## src/hw/enc_ctrl_pkg.sv

```systemverilog
// Constants shared by the serial encoder trigger control block.
package enc_ctrl_pkg;

   // ****************************************************************
   // Register map (byte addresses on the AXI4-Lite bus).
   // ****************************************************************
   localparam logic [3:0]  CTRL_OFFSET     = 4'h0;
   localparam logic [3:0]  KEY_OFFSET      = 4'h4;
   localparam logic [3:0]  STATUS_OFFSET   = 4'h8;
   localparam logic [31:0] CTRL_RESET      = 32'h0f400000;
   // Unlock key value is arbitrary.
   localparam logic [31:0] UNLOCK_KEY      = 32'h5a5a00a5;

   // ****************************************************************
   // Control register fields.
   // ****************************************************************
   localparam int MANT_MSB     = 31;
   localparam int MANT_LSB     = 24;
   localparam int EXP_MSB      = 23;
   localparam int EXP_LSB      = 20;
   localparam int RSVD_MSB     = 19;
   localparam int RSVD_LSB     = 18;
   localparam int SRC_BIT      = 17;
   localparam int EDGE_BIT     = 16;
   localparam int DELAY_MSB    = 15;
   localparam int DELAY_LSB    = 8;
   localparam int PROTO_MSB    = 7;
   localparam int PROTO_LSB    = 0;
   localparam logic [7:0] PROTO_BISS_C = 8'h0b;

   // ****************************************************************
   // Status register fields and bus answers.
   // ****************************************************************
   localparam int ST_WAIT_BIT   = 0;
   localparam int ST_UNLOCK_BIT = 1;
   localparam int ST_BISS_BIT   = 2;
   localparam logic [1:0] RESP_OKAY   = 2'b00;
   localparam logic [1:0] RESP_SLVERR = 2'b10;

   typedef enum logic [0:0] {TRIG_IDLE, TRIG_WAIT} trig_state_e;

endpackage : enc_ctrl_pkg

```

## src/hw/serial_encoder_trigger_control.sv

```systemverilog
// Serial encoder control: register slave, link clock and read trigger.
//
// How it works
// - Writes to the control register are dropped unless the unlock key was written just before.
// - Control bits 31..24 hold the 8-bit clock divisor mantissa M.
// - Control bits 23..20 hold the exponent N that divides by a further 2^N.
// - The link clock runs at 100 MHz divided by (M+1) times 2^N, except that M and N both zero hold it low.
// - The intermediate clock that paces the trigger delay runs at the link clock rate, and every reference cycle when M and N both zero hold the link clock low.
// - Bit 17 picks the trigger clock, 0 for phase and 1 for servo.
// - Bit 16 picks the trigger edge, 0 for rising and 1 for falling.
// - Bits 15..8 give a delay of 0 to 255 intermediate cycles from edge to read start.
// - Bits 7..0 carry the protocol code and 0x0b selects the BiSS-C link framing.
module serial_encoder_trigger_control
   import enc_ctrl_pkg::*;
(
   input  wire logic        aclk,
   input  wire logic        aresetn,
   input  wire logic [3:0]  s_axi_awaddr,
   input  wire logic        s_axi_awvalid,
   output logic             s_axi_awready,
   input  wire logic [31:0] s_axi_wdata,
   input  wire logic [3:0]  s_axi_wstrb,
   input  wire logic        s_axi_wvalid,
   output logic             s_axi_wready,
   output logic [1:0]       s_axi_bresp,
   output logic             s_axi_bvalid,
   input  wire logic        s_axi_bready,
   input  wire logic [3:0]  s_axi_araddr,
   input  wire logic        s_axi_arvalid,
   output logic             s_axi_arready,
   output logic [31:0]      s_axi_rdata,
   output logic [1:0]       s_axi_rresp,
   output logic             s_axi_rvalid,
   input  wire logic        s_axi_rready,
   input  wire logic        phase_clock,
   input  wire logic        servo_clock,
   output logic             serial_clock,
   output logic             encoder_read_start,
   output logic             biss_c_active
);

   // ****************************************************************
   // Byte-strobe merge.
   // ****************************************************************
   function automatic logic [31:0] merge_bytes(input logic [31:0] old_val,
                                               input logic [31:0] new_val,
                                               input logic [3:0]  strb);
      logic [31:0] res;
      res = old_val;
      for (int i = 0; i < 4; i++) begin
         if (strb[i]) begin
            res[8*i +: 8] = new_val[8*i +: 8];
         end
      end
      return res;
   endfunction : merge_bytes

   logic [31:0] ctrl_reg;
   logic [31:0] ctrl_next;
   logic        unlock_reg;
   logic        unlock_next;
   logic [3:0]  awaddr_reg;
   logic [31:0] wdata_reg;
   logic [3:0]  wstrb_reg;
   logic        aw_taken;
   logic        w_taken;
   logic        wr_fire;
   logic        ar_fire;
   logic        wr_ctrl;
   logic        wr_key;
   logic        wr_ok;
   logic        key_match;
   logic [31:0] rd_data;
   logic        rd_ok;
   logic [31:0] status_word;

   // ****************************************************************
   // AXI4-Lite write channel: address and data taken in either order.
   // ****************************************************************
   assign aw_taken  = s_axi_awvalid && s_axi_awready;
   assign w_taken   = s_axi_wvalid && s_axi_wready;
   // Both halves are held; the write completes once no answer is pending.
   assign wr_fire   = !s_axi_awready && !s_axi_wready && !s_axi_bvalid;
   assign wr_ctrl   = wr_fire && (awaddr_reg == CTRL_OFFSET);
   assign wr_key    = wr_fire && (awaddr_reg == KEY_OFFSET);
   assign wr_ok     = (awaddr_reg == CTRL_OFFSET)
                      || (awaddr_reg == KEY_OFFSET);
   assign key_match = (wstrb_reg == 4'hf) && (wdata_reg == UNLOCK_KEY);

   // A control write consumes the unlock; a wrong key relocks.
   assign unlock_next = wr_key ? key_match
                               : (wr_ctrl ? 1'b0 : unlock_reg);
   // Reserved bits are stored as written; software keeps them zero.
   assign ctrl_next   = (wr_ctrl && unlock_reg)
                        ? merge_bytes(ctrl_reg, wdata_reg, wstrb_reg)
                        : ctrl_reg;

   always_ff @(posedge aclk) begin
      if (!aresetn) begin
         s_axi_awready <= 1'b1;
         s_axi_wready  <= 1'b1;
         s_axi_bvalid  <= 1'b0;
         s_axi_bresp   <= RESP_OKAY;
         awaddr_reg    <= 4'h0;
         wdata_reg     <= 32'h00000000;
         wstrb_reg     <= 4'h0;
         ctrl_reg      <= CTRL_RESET;
         unlock_reg    <= 1'b0;
      end else begin
         ctrl_reg   <= ctrl_next;
         unlock_reg <= unlock_next;
         if (aw_taken) begin
            s_axi_awready <= 1'b0;
            awaddr_reg    <= s_axi_awaddr;
         end
         if (w_taken) begin
            s_axi_wready <= 1'b0;
            wdata_reg    <= s_axi_wdata;
            wstrb_reg    <= s_axi_wstrb;
         end
         if (wr_fire) begin
            s_axi_bvalid <= 1'b1;
            s_axi_bresp  <= wr_ok ? RESP_OKAY : RESP_SLVERR;
         end else if (s_axi_bvalid && s_axi_bready) begin
            s_axi_bvalid  <= 1'b0;
            s_axi_awready <= 1'b1;
            s_axi_wready  <= 1'b1;
         end
      end
   end

   // ****************************************************************
   // AXI4-Lite read channel.
   // ****************************************************************
   trig_state_e state_reg;
   trig_state_e state_next;

   assign status_word = {29'h0, biss_c_active, unlock_reg,
                         (state_reg == TRIG_WAIT)};
   assign ar_fire     = s_axi_arvalid && s_axi_arready;
   assign rd_ok       = (s_axi_araddr == CTRL_OFFSET)
                        || (s_axi_araddr == KEY_OFFSET)
                        || (s_axi_araddr == STATUS_OFFSET);
   // The key location reads as zero so the key never leaks back.
   assign rd_data     = (s_axi_araddr == CTRL_OFFSET)   ? ctrl_reg    :
                        (s_axi_araddr == STATUS_OFFSET) ? status_word :
                                                          32'h00000000;

   always_ff @(posedge aclk) begin
      if (!aresetn) begin
         s_axi_arready <= 1'b1;
         s_axi_rvalid  <= 1'b0;
         s_axi_rdata   <= 32'h00000000;
         s_axi_rresp   <= RESP_OKAY;
      end else if (ar_fire) begin
         s_axi_arready <= 1'b0;
         s_axi_rvalid  <= 1'b1;
         s_axi_rdata   <= rd_data;
         s_axi_rresp   <= rd_ok ? RESP_OKAY : RESP_SLVERR;
      end else if (s_axi_rvalid && s_axi_rready) begin
         s_axi_rvalid  <= 1'b0;
         s_axi_arready <= 1'b1;
      end
   end

   // ****************************************************************
   // Field decode.
   // ****************************************************************
   logic [7:0] mantissa;
   logic [3:0] exponent;
   logic       src_sel;
   logic       edge_sel;
   logic [7:0] delay_cnt_cfg;
   logic [7:0] proto_code;

   assign mantissa      = ctrl_reg[MANT_MSB:MANT_LSB];
   assign exponent      = ctrl_reg[EXP_MSB:EXP_LSB];
   assign src_sel       = ctrl_reg[SRC_BIT];
   assign edge_sel      = ctrl_reg[EDGE_BIT];
   assign delay_cnt_cfg = ctrl_reg[DELAY_MSB:DELAY_LSB];
   assign proto_code    = ctrl_reg[PROTO_MSB:PROTO_LSB];

   logic intermediate_tick;

   serial_clock_divider u_divider (
      .aclk              (aclk),
      .aresetn           (aresetn),
      .mantissa          (mantissa),
      .exponent          (exponent),
      .serial_clock      (serial_clock),
      .intermediate_tick (intermediate_tick)
   );

   // ****************************************************************
   // Trigger clock synchronisers: a change counts once stages 2 and 3 agree.
   // ****************************************************************
   logic [2:0] phase_sync_reg;
   logic [2:0] servo_sync_reg;
   logic       phase_level_reg;
   logic       servo_level_reg;
   logic       phase_level_next;
   logic       servo_level_next;
   logic       sel_old;
   logic       sel_new;
   logic       trig_edge;

   assign phase_level_next = (phase_sync_reg[1] == phase_sync_reg[2])
                             ? phase_sync_reg[2] : phase_level_reg;
   assign servo_level_next = (servo_sync_reg[1] == servo_sync_reg[2])
                             ? servo_sync_reg[2] : servo_level_reg;
   assign sel_old   = src_sel ? servo_level_reg : phase_level_reg;
   assign sel_new   = src_sel ? servo_level_next : phase_level_next;
   // Falling edge when selected, rising edge otherwise.
   assign trig_edge = edge_sel ? (sel_old && !sel_new)
                               : (!sel_old && sel_new);

   always_ff @(posedge aclk) begin
      if (!aresetn) begin
         phase_sync_reg  <= 3'h0;
         servo_sync_reg  <= 3'h0;
         phase_level_reg <= 1'b0;
         servo_level_reg <= 1'b0;
      end else begin
         phase_sync_reg  <= {phase_sync_reg[1:0], phase_clock};
         servo_sync_reg  <= {servo_sync_reg[1:0], servo_clock};
         phase_level_reg <= phase_level_next;
         servo_level_reg <= servo_level_next;
      end
   end

   // ****************************************************************
   // Delay from trigger edge to read start, in intermediate cycles.
   // ****************************************************************
   logic [7:0] delay_reg;
   logic [7:0] delay_next;
   logic       fire_next;
   logic       biss_sel;

   assign biss_sel = (proto_code == PROTO_BISS_C);

   // Only BiSS-C framing is built here; any other code holds the trigger
   // off rather than driving a link whose framing is unknown.
   always_comb begin
      state_next = state_reg;
      delay_next = delay_reg;
      fire_next  = 1'b0;
      case (state_reg)
         TRIG_IDLE: begin
            if (trig_edge && biss_sel) begin
               if (delay_cnt_cfg == 8'h00) begin
                  fire_next = 1'b1;
               end else begin
                  state_next = TRIG_WAIT;
                  delay_next = delay_cnt_cfg;
               end
            end
         end
         TRIG_WAIT: begin
            if (!biss_sel) begin
               state_next = TRIG_IDLE;
            end else if (intermediate_tick) begin
               delay_next = delay_reg - 8'h01;
               if (delay_reg == 8'h01) begin
                  state_next = TRIG_IDLE;
                  fire_next  = 1'b1;
               end
            end
         end
         default: begin
            state_next = TRIG_IDLE;
         end
      endcase
   end

   always_ff @(posedge aclk) begin
      if (!aresetn) begin
         state_reg          <= TRIG_IDLE;
         delay_reg          <= 8'h00;
         encoder_read_start <= 1'b0;
         biss_c_active      <= 1'b0;
      end else begin
         state_reg          <= state_next;
         delay_reg          <= delay_next;
         encoder_read_start <= fire_next;
         biss_c_active      <= biss_sel;
      end
   end

endmodule : serial_encoder_trigger_control

```

## src/hw/serial_clock_divider.sv

```systemverilog
// Mantissa and power-of-two divider making the link and intermediate clocks.
module serial_clock_divider
   import enc_ctrl_pkg::*;
(
   input  wire logic       aclk,
   input  wire logic       aresetn,
   input  wire logic [7:0] mantissa,
   input  wire logic [3:0] exponent,
   output logic            serial_clock,
   output logic            intermediate_tick
);

   logic [7:0]  mant_cnt_reg;
   logic [7:0]  mant_cnt_next;
   logic [14:0] pre_cnt_reg;
   logic [14:0] pre_cnt_next;
   logic [14:0] pre_mask;
   logic        mant_wrap;
   logic        period_end;
   logic        clk_next;

   // ****************************************************************
   // Count reference cycles to M, then through a 2^N prescaler.
   // ****************************************************************
   // A counter above M after a reprogram wraps at once instead of
   // running through 256 cycles.
   assign mant_wrap     = (mant_cnt_reg >= mantissa);
   assign mant_cnt_next = mant_wrap ? 8'h00 : mant_cnt_reg + 8'h01;
   assign pre_mask      = (15'h0001 << exponent) - 15'h0001;
   assign pre_cnt_next  = mant_wrap ? pre_cnt_reg + 15'h0001 : pre_cnt_reg;
   // One period is (M+1)*2^N reference cycles of 10 ns.
   assign period_end    = mant_wrap
                          && ((pre_cnt_reg & pre_mask) == pre_mask);

   // With N zero the high phase is the upper half of the mantissa count;
   // otherwise the top prescaler bit gives an even duty cycle.
   assign clk_next = (exponent == 4'h0) ? (mant_cnt_next > (mantissa >> 1))
                                        : pre_cnt_next[exponent - 4'h1];

   always_ff @(posedge aclk) begin
      if (!aresetn) begin
         mant_cnt_reg      <= 8'h00;
         pre_cnt_reg       <= 15'h0000;
         serial_clock      <= 1'b0;
         intermediate_tick <= 1'b0;
      end else begin
         mant_cnt_reg      <= mant_cnt_next;
         pre_cnt_reg       <= pre_cnt_next;
         serial_clock      <= clk_next;
         intermediate_tick <= period_end;
      end
   end

endmodule : serial_clock_divider

```

## config.mk

```make
export PLATFORM = sky130hd
export DESIGN_NAME = serial_encoder_trigger_control
export DESIGN_NICKNAME = d
export VERILOG_FILES = /design/src/hw/enc_ctrl_pkg.sv /design/src/hw/serial_encoder_trigger_control.sv /design/src/hw/serial_clock_divider.sv
export SDC_FILE = /design/constraint.sdc
export NUM_CORES = 1
export LEC_CHECK = 0
export CAP_MARGIN = 30
export CORE_ASPECT_RATIO = 0.8
export CORE_MARGIN = 5
export CORE_UTILIZATION = 55
export CTS_BUF_LIST = sky130_fd_sc_hd__clkbuf_8
export CTS_CLUSTER_SIZE = 10
export DETAILED_ROUTE_END_ITERATION = 7
export DONT_BUFFER_PORTS = 1
export GPL_ROUTABILITY_DRIVEN = 0
export PLACE_DENSITY = 0.81
export RECOVER_POWER = 50
export SYNTH_ARGS = -nofsm -noshare
export SYNTH_HDL_FRONTEND = slang
export SYNTH_SLANG_ARGS = --single-unit
```

## constraint.sdc

```tcl
create_clock -name aclk -period 7.16 [get_ports aclk]
set_clock_uncertainty 0.05 [all_clocks]
set_input_delay 0.358 -clock aclk [delete_from_list [all_inputs] [get_ports aclk]]
set_output_delay 0.358 -clock aclk [all_outputs]
set_load 0.05 [all_outputs]
```

# Yosys cells after proc, flatten, opt, wreduce, memory -nomap -nowiden
# Cells that the tools add are included.
# Widths: inputs -> output; s select.
[totals] regBits=158 input_bits=53 output_inout_bits=44 wordCells=133
[op_classes] n_addsub=5 n_lt_le_gt_ge=3 n_eq_ne=14 shifts=1 mux=45 bitwise=2 n_reduce_logical=35
[ops] cell="$mux 8" n=5
[ops] cell="$eq 32x31->1 const B" n=1
[ops] cell="$mux 32" n=1
[ops] cell="$mux 1" n=31
[ops] cell="$pmux 8 s2" n=1
[ops] cell="$add 15x1->15 const B" n=1
[ops] cell="$and 15x15->15" n=1
[ops] cell="$eq 15x15->1" n=1
[ops] cell="$logic_and 1x1->1" n=15
[ops] cell="$mux 15" n=1
[ops] cell="$shl 1x4->15 const A" n=1
[ops] cell="$sub 15x1->15 const B" n=1
[ops] cell="$logic_not 4->1" n=3
[ops] cell="$add 8x1->8 const B" n=1
[ops] cell="$eq 4x3->1 const B" n=2
[ops] cell="$eq 4x4->1 const B" n=2
[ops] cell="$eq 8x1->1 const B" n=1
[ops] cell="$eq 8x4->1 const B" n=1
[ops] cell="$ge 8x8->1" n=1
[ops] cell="$gt 8x7->1" n=1
[ops] cell="$logic_not 8->1" n=1
[ops] cell="$reduce_and 2->1" n=4
[ops] cell="$sub 8x1->8 const B" n=1
[ops] cell="$reduce_bool 2->1" n=3
[ops] cell="13 further kinds" n=24

# Logic depth before layout (Yosys ltp)
[depth] ltp_word=9 ltp_mapped=16 mapped_depth_nobuf=15

# By module
# From an unflattened synthesis, not the netlist that was laid out.
[unflattened] hier_cells=901 hier_area_um2=7268.2
[modules_own_cells] module="serial_encoder_trigger_control" instances=1 cells_per_inst=604 area_each_um2=5032.3 seq_area_each_um2=2622.5
[modules_own_cells] module="serial_clock_divider" instances=1 cells_per_inst=297 area_each_um2=2235.9 seq_area_each_um2=500.5

# Worst setup path after synthesis
# Ideal clock, no wire load.
[synth_path] path_type="register to register" start="reg u_divider.mant_cnt_reg[0]" end="reg u_divider.serial_clock" setup_ns=0.127 arrival_time_ns=2.643 t_required_ns=6.983 slack_ns=4.340 stages_incl_launch_ff=17 path_buffers=1 period_less_slack_ns=2.820 path_cell_list="dfxtp_1 inv_1 ha_1 nand2b_4 a2111o_1 a21oi_4 buf_4 and2_1 ha_1 nand2b_1 a21oi_1 nor3_1 nor2_1 nor3_1 o221ai_1 nand2_1 a31oi_1"
[synth_between] word_cells_on_any_way=8 cone_classes="1 x add/sub; 2 x order compare; 5 x mux"
[synth_lines] element="from (decl)" line_no="serial_clock_divider.sv:13" text="logic [7:0] mant_cnt_reg;"
[synth_lines] element="from (signal assigned)" line_no="serial_clock_divider.sv:47" text="mant_cnt_reg <= mant_cnt_next;"
[synth_lines] element="$add 8x1->8 / $ge 8x8->1 (equally long branches)" line_no="serial_clock_divider.sv:28, serial_clock_divider.sv:27"
[synth_lines] element="$mux 8 *" line_no="serial_clock_divider.sv:28" text="assign mant_cnt_next = mant_wrap ? 8'h00 : mant_cnt_reg + 8'h01;"
[synth_lines] element="net u_divider.mant_cnt_next[1]" line_no="serial_clock_divider.sv:14" text="logic [7:0] mant_cnt_next;"
[synth_lines] element="$gt 8x7->1 *" line_no="serial_clock_divider.sv:37" text="assign clk_next = (exponent == 4'h0) ? (mant_cnt_next > (mantissa >> 1))"
[synth_lines] element="$mux 1 *" line_no="serial_clock_divider.sv:37"
[synth_lines] element="to (signal assigned)" line_no="serial_clock_divider.sv:49" text="serial_clock <= clk_next;"
[synth_lines] element="to (decl)" line_no="serial_clock_divider.sv:9" text="output logic serial_clock,"
# Mark *: on every way through the listed nets, which the timed path passes. The rest lies on a longest branch. The select of a mux whose other input is x is not followed.
# A chain may end at the register's enable or synchronous reset.

# Worst setup path in the final report
[layout_path] start="reg ctrl_reg[20]" end="reg u_divider.intermediate_tick"
[layout_between] elab_chain_cells=5
[layout_lines] element="from (decl)" line_no="serial_encoder_trigger_control.sv:58" text="logic [31:0] ctrl_reg;"
[layout_lines] element="from (signal assigned)" line_no="serial_encoder_trigger_control.sv:110" text="ctrl_reg <= ctrl_next;"
[layout_lines] element="$shl 1x4->15 *" line_no="serial_clock_divider.sv:29" text="assign pre_mask = (15'h0001 << exponent) - 15'h0001;"
[layout_lines] element="$sub 15x1->15 *" line_no="serial_clock_divider.sv:29"
[layout_lines] element="$and 15x15->15" line_no="serial_clock_divider.sv:33" text="&& ((pre_cnt_reg & pre_mask) == pre_mask);"
[layout_lines] element="$eq 15x15->1 *" line_no="serial_clock_divider.sv:33"
[layout_lines] element="$logic_and 1x1->1 *" line_no="serial_clock_divider.sv:33"
[layout_lines] element="to (signal assigned)" line_no="serial_clock_divider.sv:50" text="intermediate_tick <= period_end;"
[layout_lines] element="to (decl)" line_no="serial_clock_divider.sv:10" text="output logic intermediate_tick"
# Every way passes the cells marked *; elsewhere a longest branch is shown, timed or not.

==> out/metrics.yaml <==
run_status:
  status: "finished with violations"
  violations: "capacitance limit, slew limit"
sta:
  tightestPinTransition_ns: 1.79
  final_max_slew_viol_count: 38
  setup_viol: 0
  layout_worst_path_cycle_share: 0.456
  finalWorstPathRequiredPeriod_ns: 3.26
  fin_ws_ns: 3.90
  whs_ns: 0.0155
  rsz0062_at_grt: "false"
  fmax_mhz: 306
  finalHoldViolCount: 0
  tns_ns: 0
  max-slew-margin-rel: -0.193
cells_and_area:
  antennaDiodeCount: 0
  final_area_sq_um: 8330
  area_growth_pct: 12.2
  nets: 971
  fillers: 1139
  drive_gt1_frac: 0.0541
synthesis:
  synth_area_leaders: "dfxtp_1 (42%), nand2_1 (7.4%), a21boi_0 (7.3%), ha_1 (4.2%), nor2b_1 (3.9%)"
  syn_inst: 876
  synth_edf_count: 0
  synth_top_area_share: 0.421
  synth_common_cells: "dfxtp_1 (156), nand2_1 (146), a21boi_0 (72)"
  yosysWarnings: 0
  synthArstFlopShare: 0
  seq_area_frac_synth: 0.421
  synth_top_area_cell: "dfxtp_1"
  ys_ff_latch: 156
  netlist_area_sq_um: 7420
  synth_cell_types: 71
  avgSynthCellArea_sq_um: 8.47
  synth_top_flop_cell: "dfxtp_1"
  yosysMostFrequentCell: "dfxtp_1"
clock_network:
  numClockSinks: 156
  clk_path_buf_depth: 2
  cts_tree: "built"
  numCtsBuffers: 17
  clkTransAtPathRegs_ns: 0.09
  root_buffer: "clkbuf_8"
  cts_setup_buffers: 0
  cts.htree.levels: 4
  clk_latency_ns: 0.46
route:
  vias: 6371
  drt-total-wl_um: 19100
  ant_nets: 0
  route.detailed.drc: 0
  routedWlPerCell_um: 17.6
  first_iter_violations: 653
  vias_per_cell: 5.87
  firstDrtPassIters: 5
placement:
  dpl_cell_area_sq_um: 7500
  pre_cts_ws_ns: 3.99
  post-dp-hpwl_um: 12300
  port_buffers: 0
worst_setup_path:
  rrSetupSlack_ns: 3.90
  cp-end-kind: "register"
  worst_ep_arrival_time_ns: 3.60
  cp.required_ns: 7.50
  crit_fanout: 14
  crit_type: "register to register"
  start_kind: "register"
die:
  die_w_um: 140
  start_util: 0.553
  fp.dieH_um: 114
  core-area_sq_um: 13400
  row_count: 38
  ioPinCount: 97
  dieArea_sq_um: 15900
power:
  p_clk_frac: 0.393
  p_leak_nw: 3.02
  p_switching_w: 0.000423
  comb_power_share: 0.059
  seqPwrFrac: 0.547
  irDropWorstVdd_v: 0.000215
  intPower_w: 0.00125
  total_power_w: 0.00168
  switching_share: 0.253
  power_density_nw_per_um2: 201
min_path:
  hold_class: "input port to register"
global_routing:
  overflow: 0
  antenna_found_initial: 0
  grt_first_pass_wirelength_um: 31000
  grt_max_degree: 61
  gr-usage-all-layers: 0.242
  grt_pass1_vias: 5952
flow_run:
  cap_violations: 1
## per-stage QoR
step            util  std cells
2_1_floorplan      -        877
3_3_place_gp   0.557       1008
3_5_place_dp   0.559       1009
4_1_cts        0.620       1082
5_1_grt        0.621       1086
6_report       0.621       1086
## area by class of cell
cell class | instances | area, sq um | share of cell area
Inverter | 22 | 82.6 | 0.00991
Timing Repair Buffer | 50 | 499 | 0.0599
Multi-Input combinational cell | 646 | 4010 | 0.481
Clock inverter | 14 | 144 | 0.0173
Sequential cell | 156 | 3120 | 0.375
Tap cell | 180 | 225 | 0.0270
Clock buffer | 18 | 248 | 0.0297
## critical path, cell delays in order, from the launching register on
cell,delay [ns]
dfxtp_1,0.49
inv_1,0.30
ha_1,0.43
inv_1,0.15
nor3_1,0.30
inv_1,0.11
ha_1,0.29
o31a_1,0.20
a21oi_1,0.16
nor4_1,0.06
or4_1,0.47
nor3_1,0.18
## power by group through the flow
stage,Sequential (W),Clock (W),Combinational (W)
6_report,0.000917,0.000659,0.0000996
5_1_grt,0.000920,0.000709,0.000110
3_5_place_dp,0.000937,0,0.0000665
2_1_floorplan,0.000928,0,0.0000649
3_3_place_gp,0.000936,0,0.0000625
4_1_cts,0.000916,0.000667,0.0000980
## path summary, 6_finish.rpt
kind | cells past startpoint | from | to
hold reg to reg | 1 | servo_sync_reg[0]$_SDFF_PN0_ | servo_sync_reg[1]$_SDFF_PN0_
hold / removal | 2 | s_axi_wstrb[2] | wstrb_reg[2]$_SDFFE_PN0P_
setup reg to reg | 11 | ctrl_reg[20]$_SDFFE_PN0P_ | u_divider.intermediate_tick$_SDFF_PN0_
setup / recovery | 11 | ctrl_reg[20]$_SDFFE_PN0P_ | u_divider.intermediate_tick$_SDFF_PN0_
## cells by family after synthesis
group | after synthesis | synth area share
compound gates | 194 | 0.184
xor+xnor | 26 | 0.0307
fa+ha+maj | 25 | 0.0422
buf+inv | 75 | 0.0411
flops | 156 | 0.421
mux | 11 | 0.0167
other cells | 1 | 0.000505
simple gates | 388 | 0.264
## routing by layer
layer  up-vias  part of all wire  wire length (um)  GRT usage
li1       3098                 -                 -          -
met1      2981              0.46              8840      0.340
met2       251              0.43              8280      0.358
met3        41             0.086              1640     0.0650
met4         0             0.019               367     0.0878
met5         -                 0                 0          0
## layout by cell type, fill, tap and decap left out, types with 3 or more instances in the layout
| cell type | count |
|---|---|
| a211o_1 | 3 |
| a21boi_0 | 72 |
| a21oi_1 | 30 |
| a22oi_1 | 30 |
| a31oi_1 | 3 |
| and2_0 | 3 |
| and2_1 | 17 |
| and3_1 | 4 |
| buf_4 | 3 |
| clkbuf_1 | 3 |
| clkbuf_8 | 18 |
| clkinv_2 | 3 |
| dfxtp_1 | 156 |
| dlygate4sd3_1 | 42 |
| ha_1 | 25 |
| inv_1 | 23 |
| inv_6 | 3 |
| mux2i_1 | 9 |
| nand2_1 | 146 |
| nand2b_1 | 5 |
| nand3_1 | 57 |
| nand3b_1 | 3 |
| nand4_1 | 4 |
| nand4b_1 | 4 |
| nor2_1 | 40 |
| nor2b_1 | 46 |
| nor3_1 | 19 |
| nor3b_1 | 5 |
| nor4_1 | 11 |
| nor4b_1 | 4 |
| o21ai_0 | 24 |
| o221a_2 | 3 |
| o221ai_1 | 3 |
| o22ai_1 | 3 |
| xnor2_1 | 16 |
| xor2_1 | 10 |
## repair_timing
item,4_1_cts,5_1_grt
endpoints found under the hold margin,87,2
hold buffers,41,2
resized for setup,0,0
Note: power is estimated with default switching activity, not from simulation.
